**config.mk**
```make
export PLATFORM = sky130hd
export DESIGN_NAME = caf_accept
export DESIGN_NICKNAME = d
export VERILOG_FILES = /design/src/hw/caf_accept.v
export VERILOG_INCLUDE_DIRS = /design/src /design/src/hw
export SDC_FILE = /design/constraint.sdc
export NUM_CORES = 2
export LEC_CHECK = 0
export BUFFER_PORTS_ARGS = -buffer_cell sky130_fd_sc_hd__clkbuf_2
export CAP_MARGIN = 10
export CORE_UTILIZATION = 35
export DETAILED_ROUTE_END_ITERATION = 16
export PLACE_DENSITY = 0.59
export SYNTH_ARGS = -nofsm -noshare
export SYNTH_HDL_FRONTEND = slang
export SYNTH_SLANG_ARGS = --single-unit
```
**constraint.sdc**
```tcl
create_clock -name clk_i -period 9.3 [get_ports clk_i]
set_input_delay 1.86 -clock clk_i [delete_from_list [all_inputs] [get_ports clk_i]]
set_output_delay 1.86 -clock clk_i [all_outputs]
set_load 0.01 [all_outputs]
```
**src/hw/caf_defines.vh**
```
// constants for the can acceptance filter block
`ifndef CAF_DEFINES_VH
`define CAF_DEFINES_VH
`define CAF_ID_W 29
`define CAF_MSG_W 64
`define CAF_DLC_W 4
`define CAF_NFLT 16
`define CAF_NBUF 8
`define CAF_FIDX_W 4
`define CAF_BIDX_W 3
`define CAF_ADDR_W 6
// register word indices (byte address = 4 x index)
`define CAF_REG_CTRL 6'h00
`define CAF_REG_STATUS 6'h01
`define CAF_REG_MASK0 6'h02
`define CAF_REG_MASK1 6'h03
`define CAF_REG_HIT0 6'h04
`define CAF_REG_HIT1 6'h05
`define CAF_REG_LAST 6'h06
`define CAF_REG_ENABLE 6'h07
`define CAF_REG_FILT_BASE 6'h10
`define CAF_REG_ASSIGN_BASE 6'h20
// control fields
`define CAF_CTRL_ENH_BIT 0
`define CAF_CTRL_EXT_BIT 1
`define CAF_CTRL_RST 2'h0
`define CAF_ENABLE_RST 16'h003F
// mode encodings
`define CAF_MODE_BASIC 1'b0
`define CAF_MODE_ENH 1'b1
`endif

```
**src/hw/caf_accept.v**
```verilog
// acceptance filter, mask qualification and receive buffer loading
//
// The register offsets and strobed register access were chosen for this implementation.
`timescale 1ns/100ps
// How it works
// [RULE1] comparison starts only when a complete valid message sits in the message_assembly_buffer.
// [RULE2] a matching message is copied to the receive buffer tied to the matching filter, else none loads.
// [RULE3] an identifier bit whose mask bit is clear is always accepted.
// [RULE4] an identifier bit whose mask bit is set is accepted only if filter and identifier bits agree.
// [RULE5] in basic mode receive_buffer_zero is qualified by filters zero and one with mask zero.
// [RULE6] in basic mode receive_buffer_one is qualified by filters two to five with mask one.
// [RULE7] in enhanced mode sixteen filters each steer to any receive buffer chosen at run time.
// [RULE8] in enhanced mode a message matching several buffers loads only the lowest-numbered one.
// [RULE9] a filter matches only when every identifier bit is accepted.
`include "caf_defines.vh"
module caf_accept (
	// clock and reset
	input wire clk_i,
	input wire rst_n_i,
	// message assembly buffer from the protocol engine
	input wire mab_valid_i,
	input wire [`CAF_ID_W-1:0] mab_id_i,
	input wire mab_ext_i,
	input wire [`CAF_DLC_W-1:0] mab_dlc_i,
	input wire [`CAF_MSG_W-1:0] mab_data_i,
	// register port
	input wire [`CAF_ADDR_W-1:0] reg_addr_i,
	input wire [31:0] reg_wdata_i,
	input wire reg_wr_i,
	input wire reg_rd_i,
	output reg [31:0] reg_rdata_o,
	// receive buffer load strobe and contents
	output reg rxb_load_o,
	output reg [`CAF_NBUF-1:0] rxb_sel_o,
	output reg [`CAF_ID_W-1:0] rxb_id_o,
	output reg rxb_ext_o,
	output reg [`CAF_DLC_W-1:0] rxb_dlc_o,
	output reg [`CAF_MSG_W-1:0] rxb_data_o,
	output reg [`CAF_FIDX_W-1:0] rxb_filter_o
);

	reg ctrl_enh_reg;
	reg ctrl_ext_reg;
	reg [`CAF_ID_W-1:0] mask0_reg;
	reg [`CAF_ID_W-1:0] mask1_reg;
	reg [`CAF_NFLT-1:0] enable_reg;
	reg [31:0] hit0_reg;
	reg [31:0] hit1_reg;
	reg [`CAF_NBUF-1:0] last_sel_reg;
	// filter contents live in the per-filter slices below, flattened for the muxes
	wire [`CAF_ID_W*`CAF_NFLT-1:0] filt_flat;
	wire [`CAF_BIDX_W*`CAF_NFLT-1:0] assign_flat;
	wire [`CAF_NFLT-1:0] filt_ext_vec;

	// per-filter storage, bit compare and match, one slice per filter entry
	wire [`CAF_NFLT-1:0] flt_hit;
	wire filt_wr;
	wire asgn_wr;
	wire [`CAF_NFLT-1:0] slot_hot;
	// filter values sit at 0x10+n, steering entries at 0x20+n
	assign filt_wr = reg_wr_i & (reg_addr_i[5:4] == 2'h1);
	assign asgn_wr = reg_wr_i & (reg_addr_i[5:4] == 2'h2);
	assign slot_hot = {{(`CAF_NFLT-1){1'b0}}, 1'b1} << reg_addr_i[`CAF_FIDX_W-1:0];
	genvar g;
	generate
		for (g = 0; g < `CAF_NFLT; g = g + 1) begin : g_flt
			reg [`CAF_ID_W-1:0] val_reg;
			reg ext_reg;
			reg [`CAF_BIDX_W-1:0] dest_reg;
			wire [`CAF_ID_W-1:0] msk;
			wire [`CAF_ID_W-1:0] bit_ok;
			always @(posedge clk_i or negedge rst_n_i) begin
				if (!rst_n_i) begin
					val_reg <= {`CAF_ID_W{1'b0}};
					ext_reg <= 1'b0;
				end else if (filt_wr && slot_hot[g]) begin
					// bit 31 marks the filter as extended-frame
					val_reg <= reg_wdata_i[`CAF_ID_W-1:0];
					ext_reg <= reg_wdata_i[31];
				end
			end
			// steering is only looked at in enhanced mode
			always @(posedge clk_i or negedge rst_n_i) begin
				if (!rst_n_i) begin
					dest_reg <= {`CAF_BIDX_W{1'b0}};
				end else if (asgn_wr && slot_hot[g]) begin
					dest_reg <= reg_wdata_i[`CAF_BIDX_W-1:0];
				end
			end
			assign filt_flat[g*`CAF_ID_W +: `CAF_ID_W] = val_reg;
			assign filt_ext_vec[g] = ext_reg;
			assign assign_flat[g*`CAF_BIDX_W +: `CAF_BIDX_W] = dest_reg;
			// filters 0,1 use mask zero, 2 to 5 mask one; filters 6 to 15 share mask zero/one by parity
			assign msk = (g < 2) ? mask0_reg : ((g < 6) ? mask1_reg :
				((g % 2 == 0) ? mask0_reg : mask1_reg));
			assign bit_ok = ~msk | ~(val_reg ^ mab_id_i); // RULE3 RULE4
			// a frame of the other format never matches, whatever the mask
			assign flt_hit[g] = (&bit_ok) & (ext_reg == mab_ext_i) & enable_reg[g]; // RULE9
		end
	endgenerate

	// fold filter hits onto buffers
	reg [`CAF_NBUF-1:0] buf_hit;
	reg [`CAF_FIDX_W-1:0] buf_flt [0:`CAF_NBUF-1];
	reg [`CAF_NBUF-1:0] sel_next;
	reg [`CAF_FIDX_W-1:0] flt_next;
	integer i;
	integer b;
	always @* begin
		buf_hit = {`CAF_NBUF{1'b0}};
		for (b = 0; b < `CAF_NBUF; b = b + 1) begin
			buf_flt[b] = {`CAF_FIDX_W{1'b0}};
		end
		if (ctrl_enh_reg == `CAF_MODE_BASIC) begin
			// basic mode: fixed association, only six filters take part
			for (i = 5; i >= 0; i = i - 1) begin
				if (flt_hit[i]) begin
					if (i < 2) begin
						buf_hit[0] = 1'b1; // RULE5
						buf_flt[0] = i[`CAF_FIDX_W-1:0];
					end else begin
						buf_hit[1] = 1'b1; // RULE6
						buf_flt[1] = i[`CAF_FIDX_W-1:0];
					end
				end
			end
		end else begin
			// descending scan so the lowest filter wins within one buffer
			for (i = `CAF_NFLT-1; i >= 0; i = i - 1) begin
				if (flt_hit[i]) begin
					buf_hit[assign_flat[i*`CAF_BIDX_W +: `CAF_BIDX_W]] = 1'b1; // RULE7
					buf_flt[assign_flat[i*`CAF_BIDX_W +: `CAF_BIDX_W]] = i[`CAF_FIDX_W-1:0];
				end
			end
		end
		// lowest-numbered buffer takes the message
		sel_next = {`CAF_NBUF{1'b0}};
		flt_next = {`CAF_FIDX_W{1'b0}};
		for (b = `CAF_NBUF-1; b >= 0; b = b - 1) begin
			if (buf_hit[b]) begin
				sel_next = {`CAF_NBUF{1'b0}};
				sel_next[b] = 1'b1; // RULE8
				flt_next = buf_flt[b];
			end
		end
	end

	// load strobe and one-hot select stand one cycle for each accepted valid cycle, so back-to-back accepted messages keep them high
	always @(posedge clk_i or negedge rst_n_i) begin
		if (!rst_n_i) begin
			rxb_load_o <= 1'b0;
			rxb_sel_o <= {`CAF_NBUF{1'b0}};
		end else if (mab_valid_i && (|sel_next)) begin // RULE1
			rxb_load_o <= 1'b1; // RULE2
			rxb_sel_o <= sel_next;
		end else begin
			rxb_load_o <= 1'b0;
			rxb_sel_o <= {`CAF_NBUF{1'b0}};
		end
	end

	// message copy holds until the next accepted message
	// a rejected message leaves the last copy untouched, so software may still read it
	always @(posedge clk_i or negedge rst_n_i) begin
		if (!rst_n_i) begin
			rxb_id_o <= {`CAF_ID_W{1'b0}};
			rxb_ext_o <= 1'b0;
			rxb_dlc_o <= {`CAF_DLC_W{1'b0}};
			rxb_data_o <= {`CAF_MSG_W{1'b0}};
			rxb_filter_o <= {`CAF_FIDX_W{1'b0}};
			last_sel_reg <= {`CAF_NBUF{1'b0}};
		end else if (mab_valid_i && (|sel_next)) begin // RULE2
			rxb_id_o <= mab_id_i;
			rxb_ext_o <= mab_ext_i;
			rxb_dlc_o <= mab_dlc_i;
			rxb_data_o <= mab_data_i;
			rxb_filter_o <= flt_next;
			last_sel_reg <= sel_next;
		end
	end

	// accepted and rejected message counts; they wrap silently
	always @(posedge clk_i or negedge rst_n_i) begin
		if (!rst_n_i) begin
			hit0_reg <= 32'h0000_0000;
			hit1_reg <= 32'h0000_0000;
		end else if (mab_valid_i) begin
			if (|sel_next) begin
				hit0_reg <= hit0_reg + 32'h0000_0001;
			end else begin
				hit1_reg <= hit1_reg + 32'h0000_0001;
			end
		end
	end

	// control register; a mode change takes effect on the next message
	always @(posedge clk_i or negedge rst_n_i) begin
		if (!rst_n_i) begin
			ctrl_enh_reg <= `CAF_MODE_BASIC;
			ctrl_ext_reg <= 1'b0;
		end else if (reg_wr_i && (reg_addr_i == `CAF_REG_CTRL)) begin
			ctrl_enh_reg <= reg_wdata_i[`CAF_CTRL_ENH_BIT];
			ctrl_ext_reg <= reg_wdata_i[`CAF_CTRL_EXT_BIT];
		end
	end

	// mask zero; reset clears it so every identifier bit is accepted
	always @(posedge clk_i or negedge rst_n_i) begin
		if (!rst_n_i) begin
			mask0_reg <= {`CAF_ID_W{1'b0}};
		end else if (reg_wr_i && (reg_addr_i == `CAF_REG_MASK0)) begin
			mask0_reg <= reg_wdata_i[`CAF_ID_W-1:0];
		end
	end

	// mask one
	always @(posedge clk_i or negedge rst_n_i) begin
		if (!rst_n_i) begin
			mask1_reg <= {`CAF_ID_W{1'b0}};
		end else if (reg_wr_i && (reg_addr_i == `CAF_REG_MASK1)) begin
			mask1_reg <= reg_wdata_i[`CAF_ID_W-1:0];
		end
	end

	// filter enables; only the six basic-mode filters are on after reset
	always @(posedge clk_i or negedge rst_n_i) begin
		if (!rst_n_i) begin
			enable_reg <= `CAF_ENABLE_RST;
		end else if (reg_wr_i && (reg_addr_i == `CAF_REG_ENABLE)) begin
			enable_reg <= reg_wdata_i[`CAF_NFLT-1:0];
		end
	end

	// read mux; unmapped reads give zero
	reg [31:0] rdata_next;
	always @* begin
		rdata_next = 32'h0000_0000;
		case (reg_addr_i)
			`CAF_REG_CTRL: rdata_next = {30'h0, ctrl_ext_reg, ctrl_enh_reg};
			`CAF_REG_STATUS: rdata_next = {24'h00_0000, last_sel_reg};
			`CAF_REG_MASK0: rdata_next = {3'h0, mask0_reg};
			`CAF_REG_MASK1: rdata_next = {3'h0, mask1_reg};
			`CAF_REG_HIT0: rdata_next = hit0_reg;
			`CAF_REG_HIT1: rdata_next = hit1_reg;
			`CAF_REG_LAST: rdata_next = {28'h000_0000, rxb_filter_o};
			`CAF_REG_ENABLE: rdata_next = {16'h0000, enable_reg};
			default: begin
				if (reg_addr_i[5:4] == 2'h1) begin
					rdata_next = {filt_ext_vec[reg_addr_i[3:0]], 2'h0,
						filt_flat[reg_addr_i[3:0]*`CAF_ID_W +: `CAF_ID_W]};
				end else if (reg_addr_i[5:4] == 2'h2) begin
					rdata_next = {29'h0,
						assign_flat[reg_addr_i[3:0]*`CAF_BIDX_W +: `CAF_BIDX_W]};
				end
			end
		endcase
	end

	// read data stands only in the cycle after the strobe, zero otherwise
	always @(posedge clk_i or negedge rst_n_i) begin
		if (!rst_n_i) begin
			reg_rdata_o <= 32'h0000_0000;
		end else if (reg_rd_i) begin
			reg_rdata_o <= rdata_next;
		end else begin
			reg_rdata_o <= 32'h0000_0000;
		end
	end

endmodule

```
==> After elaboration in Yosys (flattened, before gate mapping) <==
Index checks and enable logic that the tools add are counted.
{ "op_classes": {"add_sub_neg": 2, "reduce_logical": 89, "eq_ne": 25, "mul": 2, "order_cmp": 65, "div_mod_pow": 0, "n_bitwise": 160, "n_shift": 3, "mux": 166} }
{ "ops": {"columns": ["cell", "n"], "rows": [
  ["2-to-1 mux 32 bit", 33],
  ["NOT 29 bit", 18],
  ["OR 29 bit", 16],
  ["AND reduction 29 bit", 16],
  ["indexed part select 464 x 10 -> 29 bit", 1],
  ["bitwise XOR 29 bit", 16],
  ["2-to-1 mux 8 bit", 42],
  ["one-hot mux 32 bit (8 select lines)", 1],
  ["demux 4 bit (select 3 bit)", 16],
  ["OR 8 bit", 19],
  ["2-to-1 mux 4 bit", 27],
  ["AND 16 bit", 6],
  ["AND 24 bit", 4],
  ["NOT 16 bit", 6],
  ["NOT 24 bit", 4],
  ["OR 16 bit", 6],
  ["OR 24 bit", 4],
  ["logical AND 1 bit", 69],
  ["adder 32 x 1 -> 32 bit, second input constant", 2],
  ["greater-or-equal comparator 4 bit, second input constant", 16],
  ["< comparator 3 x 4 -> 1 bit, second input constant", 16],
  ["< comparator 4 x 1 -> 1 bit, second input constant", 16],
  ["NOT 3 -> 4 bit", 16],
  ["demux 1 bit (select 3 bit)", 16],
  ["other kinds (28)", 126]
]} }
{ "word_totals": {"elab_cells": 576, "mem_bits_rw": 0, "romBits": 0, "register_bits": 819, "latch_bits": 0, "memories": 0} }

==> Logic depth before layout (Yosys ltp) <==
{ "depth": {"ltp_word": 64, "ltp_mapped": 18, "mapped_depth_nobuf": 13} }

==> Least setup slack after synthesis <==
Ideal clock, no wire load.
{ "synth_timing": {"kind": "in2reg", "start": "in mab_id_i[2]", "end": "reg hit0_reg[13]", "setup_slack_ns": 4.407, "arrival_time_ns": 4.769, "t_required_ns": 9.176, "n_path_buf": 3, "path_stages": 14, "setup_ns": 0.124, "cell_sequence": "buf_6 buf_6 xor2_1 a22oi_1 nand4_2 nor4_4 nand2_2 o221ai_2 nor3_2 o22a_4 a31o_1 buf_6 or4_4 xnor2_2"} }
{ "synth_via": {"elab_chain_cells": 63, "word_cells_on_any_way": 160, "cone_classes": "47 x mux; 95 x bitwise; 18 x reduce/logical"} }
{ "synth_rtl": {"columns": ["item", "line_no", "text"], "rows": [
  ["start, declared", "caf_accept.v:22", "input wire [`CAF_ID_W-1:0] mab_id_i,"],
  ["bitwise XOR 29 bit", "caf_accept.v:96", "assign bit_ok = ~msk | ~(val_reg ^ mab_id_i);"],
  ["NOT 29 bit", "caf_accept.v:96", null],
  ["OR 29 bit", "caf_accept.v:96", null],
  ["AND reduction 29 bit", "caf_accept.v:98", "assign flt_hit[g] = (&bit_ok) & (ext_reg == mab_ext_i) & enable_reg[g];"],
  ["AND 1 bit (2 in series)", "caf_accept.v:98", null],
  ["2-to-1 mux 8 bit", "caf_accept.v:130", "if (flt_hit[i]) begin"],
  ["2-to-1 mux 8 bit", "caf_accept.v:114", "if (ctrl_enh_reg == `CAF_MODE_BASIC) begin"],
  ["OR 8 bit (no source line)", null, null],
  ["(+40 left out)", null, null],
  ["2-to-1 mux 8 bit", "caf_accept.v:114", null],
  ["OR 8 bit (no source line)", null, null],
  ["2-to-1 mux 8 bit", "caf_accept.v:130", null],
  ["2-to-1 mux 6 bit", "caf_accept.v:114", null],
  ["2-to-1 mux 8 bit (7 in series)", "caf_accept.v:140", "if (buf_hit[b]) begin"],
  ["2-to-1 mux 8 bit *", "caf_accept.v:140", null],
  ["OR reduction 8 bit *", "caf_accept.v:188", "if (|sel_next) begin"],
  ["AND reduction 2 bit (no source line) *", null, null],
  ["end signal, assigned", "caf_accept.v:189", "hit0_reg <= hit0_reg + 32'h0000_0001;"],
  ["end, declared", "caf_accept.v:47", "reg [31:0] hit0_reg;"]
]} }
Mark *: on every way between the ends. The rest lies on a longest branch, timed or not. The select of a mux whose other input is x is not followed.
A chain may end at the register's enable or synchronous reset.

==> Final worst setup path <==
{ "layout_timing": {"start": "in mab_id_i[25]", "end": "reg rxb_data_o[50]"} }
{ "layout_via": {"elab_chain_cells": 63, "word_cells_on_any_way": 160, "cone_classes": "47 x mux; 95 x bitwise; 18 x reduce/logical"} }
{ "layout_rtl": {"columns": ["item", "line_no", "text"], "rows": [
  ["bitwise XOR 29 bit", "caf_accept.v:96", null],
  ["NOT 29 bit", "caf_accept.v:96", null],
  ["OR 29 bit", "caf_accept.v:96", null],
  ["AND reduction 29 bit", "caf_accept.v:98", null],
  ["AND 1 bit (2 in series)", "caf_accept.v:98", null],
  ["2-to-1 mux 8 bit", "caf_accept.v:130", null],
  ["2-to-1 mux 8 bit", "caf_accept.v:114", null],
  ["OR 8 bit (no source line)", null, null],
  ["(+40 left out)", null, null],
  ["2-to-1 mux 8 bit", "caf_accept.v:114", null],
  ["OR 8 bit (no source line)", null, null],
  ["2-to-1 mux 8 bit", "caf_accept.v:130", null],
  ["2-to-1 mux 6 bit", "caf_accept.v:114", null],
  ["2-to-1 mux 8 bit (7 in series)", "caf_accept.v:140", null],
  ["2-to-1 mux 8 bit *", "caf_accept.v:140", null],
  ["OR reduction 8 bit *", "caf_accept.v:172", "end else if (mab_valid_i && (|sel_next)) begin"],
  ["logical AND 1 bit *", "caf_accept.v:172", null],
  ["end signal, assigned", "caf_accept.v:169", "rxb_data_o <= {`CAF_MSG_W{1'b0}};"],
  ["end signal, assigned", "caf_accept.v:176", "rxb_data_o <= mab_data_i;"],
  ["end, declared", "caf_accept.v:38", "output reg [`CAF_MSG_W-1:0] rxb_data_o,"]
]} }
Marks and branches as above.

==> results.txt <==
* Worst Tran Pin Value: 1290 ps
* Post-CTS Hold Fix Bufs: 0
- Type of destination of the critical path: flip-flop
- Static timing analysis puts the maximum clock frequency at 141 MHz.
- Final WL: 240000 um
* Max-capacitance violation count: 0
- Pin count of the biggest net entering global routing: 147
* #FFs+latches synth: 819
- CTS max path bufs: 3
- The initial utilization of the core area, before any placement, comes to 35.3%.
* Commonest non-fill, non-tap cell in the layout: sky130_fd_sc_hd__dfrtp_1
- Post-synthesis cell count: 4147
- The clock arrives with 76.1 ps of skew.
* Final setup viols: 0
- Fraction of the yosys area taken by sequential cells: 41.6%
- DP Cell Count: 6047
- Leakage power total: 24.2 nW
- Worst Setup Path Type: in -> reg
* Count of H-tree levels built during CTS: 3
- Port Buffers: 281
* Fraction of layout cells with a size suffix above 1: 34.5%
* Final Max Slew Viols: 0
- Number of warnings printed during yosys synthesis: 0
- Io pins: 284
* Number of antenna violations at the first check in global routing: 18
* Total DRC errors in the routed layout: 0
- Number of flip-flops in the largest register: 464
* Insertion delay of the later-clocked pin in the worst-skew pair: 780 ps
- The run finished with clean final reports.
- Category of the worst setup path launch point: input port
- Yosys mapped a number of flops with a built-in enable equal to 0.
* X dimension of the die: 377 um
* Sum of overflow across all layers after global routing: 0
- Using the TritonRoute via totals, the vias-per-cell ratio works out to 6.43.
- In this run the core area contains 137 standard-cell rows.
- Power spread over the standard cell area amounts to 226 mW/mm^2.
* Clock tree from TritonCTS: built
- Reg-to-reg slack, setup: 3340 ps
- WL per Instance: 38.5 um
* Max-slew headroom: 13.9%
- In this run the critical register-to-register path is launched from g_flt[11].msk[8]$_DFFE_PN0P_.
- The number of nets handed over by synthesis was 4290.
- After layout, the minimum clock period comes to 7090 ps.
- Post-CTS sizing: 0
- The via count of the first global-routing pass was 38100.
- Worst Reg-to-Reg Cells: 11
- In this run the remaining antenna-violating nets after routing total 0.
* Highest-count cells in the layout ignoring fill and taps: 813 x sky130_fd_sc_hd__dfrtp_1, 669 x sky130_fd_sc_hd__mux2_2, 510 x sky130_fd_sc_hd__xor2_1
- All-Layer GR Usage: 33.2%
- Across the VDD grid, the largest voltage drop is 0.147 mV.
- Worst R2R End: rxb_data_o[50]$_DFFE_PN0P_
- By instance count, the cell type seen most on the critical path is sky130_fd_sc_hd__nand4_1.
- Setup Fix Bufs, Post-CTS: 0
- Traced cell by cell, the critical path runs through clkbuf_2 -> xor2_1 -> a22oi_1 -> nand4_1 -> nor2_1 -> a32oi_1 -> nand4_1 -> nor3_2 -> o22a_4 -> nand2_1 -> o21ai_4 -> buf_4 -> mux2_2.
- The congestion estimate from routability-driven global placement came to 1.11.
- Netlist cell types: 105
* Class of the most critical hold timing path: reg -> reg
* DIE HEIGHT: 377 um
- Pwr Total: 12.5 mW
- End of the critical path: rxb_data_o[50]$_DFFE_PN0P_
- Setup repair after global routing left no endpoint under its margin.
* Setup TNS Final: 0 ps
- Of all nets on the critical path, the largest fanout is 67.
* Synth async-reset ratio: 100%
- For this run, the slowest stage of the critical path takes 840 ps.
* Count of final hold-check violations: 0
- Overall die area: 0.142 sq mm
* Root buffer selected by CTS: sky130_fd_sc_hd__clkbuf_16
- The first routing iteration left 5861 violations.
- Number of buffers inserted during clock tree synthesis: 97
- Data required time at the worst endpoint: 9890 ps
- The mapped netlist covers 0.0493 sq mm.
- First-pass DRT Iterations: 6
- After clock tree synthesis, the clock-pin slew on the worst setup and hold paths is 50 ps.
* Period Utilization, post-route: 76.3%
- Arrival time of data at the critical path endpoint: 7680 ps
* CTS sink count: 819
- The most critical setup path has its startpoint at mab_id_i[25].
* Vias post-DR: 40000
* Post-route insts no fill: 6226
- Area of the placeable core: 0.140 sq mm
* Fin nets: 4413
* Wire length of the first global-routing pass: 325000 um
* Share of the core filled with cells in the final layout: 39.5%
- On the critical path, the stage with the largest delay is an instance of sky130_fd_sc_hd__buf_4.
- Layout Area Growth over Synthesis: 11.9%
- A synthesized cell averages 11.9 sq um.
- The most used flip-flop cell after synthesis is sky130_fd_sc_hd__dfrtp_1.
- Post-detail-place hpwl: 179000 um
-- through the flow --
step	worst slack, ps	instance area, sq um	hold WS (ps)
floorplan	4410	49300	442
global placement	1700	52000	468
detailed placement	1680	52000	479
CTS	2420	55200	493
global route	2120	55200	499
finish	2210	55200	491
-- worst min-delay path by stage --
stage	startpoint	end	slack, ps	cells after the start
after floorplan	hit1_reg[31]$_DFFE_PN0P_	hit1_reg[31]$_DFFE_PN0P_	440	1
after global placement	hit1_reg[31]$_DFFE_PN0P_	hit1_reg[31]$_DFFE_PN0P_	470	1
after detailed placement	hit1_reg[22]$_DFFE_PN0P_	hit1_reg[22]$_DFFE_PN0P_	480	1
after CTS	hit1_reg[22]$_DFFE_PN0P_	hit1_reg[22]$_DFFE_PN0P_	490	1
after global routing	hit0_reg[27]$_DFFE_PN0P_	hit0_reg[27]$_DFFE_PN0P_	500	1
final	rxb_id_o[23]$_DFFE_PN0P_	rxb_id_o[23]$_DFFE_PN0P_	490	1
-- critical path: cells and delay by family --
family                    cells  cell delay [ps]
AOI/OAI and AO/OA             4             1830
and+or+nand+nor               5             1470
buffers and inverters         2             1330
xor gates and xnor gates      1              640
muxes                         1              420
-- power by group --
part	internal [mW]	switching, mW	leakage (nW)
Clock	2.18	1.69	1.54
Sequential	4.18	0.756	10.7
Combinational	1.28	2.39	12.0
Total	7.64	4.84	24.2
-- synthesized netlist by cell type (13+ instances only) --
library cell	number	area share, %
sky130_fd_sc_hd__nand2b_1	27	0.34
sky130_fd_sc_hd__a221oi_1	24	0.43
sky130_fd_sc_hd__mux2_1	28	0.64
sky130_fd_sc_hd__clkbuf_1	176	1.3
sky130_fd_sc_hd__mux2_2	669	15
sky130_fd_sc_hd__nor2_1	151	1.1
sky130_fd_sc_hd__o21ai_0	37	0.38
sky130_fd_sc_hd__nand4_2	26	0.66
sky130_fd_sc_hd__nor4_1	41	0.52
sky130_fd_sc_hd__and2_1	23	0.29
sky130_fd_sc_hd__inv_1	76	0.58
sky130_fd_sc_hd__nor4_2	21	0.53
sky130_fd_sc_hd__nor2b_1	32	0.41
sky130_fd_sc_hd__nor3_1	49	0.50
sky130_fd_sc_hd__a21oi_1	25	0.25
sky130_fd_sc_hd__dfrtp_1	813	41
sky130_fd_sc_hd__buf_6	36	0.82
sky130_fd_sc_hd__nand4b_1	13	0.23
sky130_fd_sc_hd__a32oi_1	50	0.89
sky130_fd_sc_hd__o22ai_1	37	0.47
sky130_fd_sc_hd__xnor2_1	25	0.44
sky130_fd_sc_hd__mux2i_1	13	0.26
sky130_fd_sc_hd__a22o_1	20	0.36
sky130_fd_sc_hd__and4_1	15	0.27
sky130_fd_sc_hd__nand2_1	147	1.1
sky130_fd_sc_hd__mux4_2	162	7.4
sky130_fd_sc_hd__and3_1	24	0.30
sky130_fd_sc_hd__xor2_1	510	9.1
sky130_fd_sc_hd__buf_8	14	0.43
sky130_fd_sc_hd__a211oi_1	21	0.32
sky130_fd_sc_hd__buf_2	20	0.20
sky130_fd_sc_hd__a22oi_1	358	5.4
sky130_fd_sc_hd__buf_1	78	0.59
sky130_fd_sc_hd__nand3_1	53	0.54
sky130_fd_sc_hd__nand4_1	117	1.5
-- metal layers --
layer	vias up	part of all wire, %	global-route usage (%)
li1	15900	-	-
met1	21000	39	43.0
met2	2571	42	47.3
met3	576	12	11.7
met4	18	7.0	20.1
met5	-	0.045	0
-- cell type report --
type / instances / area [sq um]
multi-input combinational: 2910 / 26700
antenna: 6 / 15.0
fill: 13500 / 84500
sequential: 819 / 20500
clock inverter: 41 / 445
tap: 1876 / 2350
timing repair buffer: 363 / 2120
clock buffer: 132 / 2730
inverter: 79 / 297
-- cells by family (layout without fill, tap and decap cells) --
| kind of cell | count (synthesis) | count (layout) | share of synthesized area, % |
|---|---|---|---|
| other | 0 | 6 | 0 |
| AND/OR/NAND/NOR | 797 | 797 | 9.60 |
| XOR/XNOR | 541 | 541 | 9.70 |
| flip-flops | 819 | 819 | 41.6 |
| buffers and inverters | 418 | 615 | 4.49 |
| multiplexers | 872 | 872 | 23.6 |
| adder cells (fa/ha/maj) | 2 | 2 | 0.0507 |
| AO/OA/AOI/OAI | 698 | 698 | 11.0 |
Note: power is estimated with default switching activity, not from simulation.
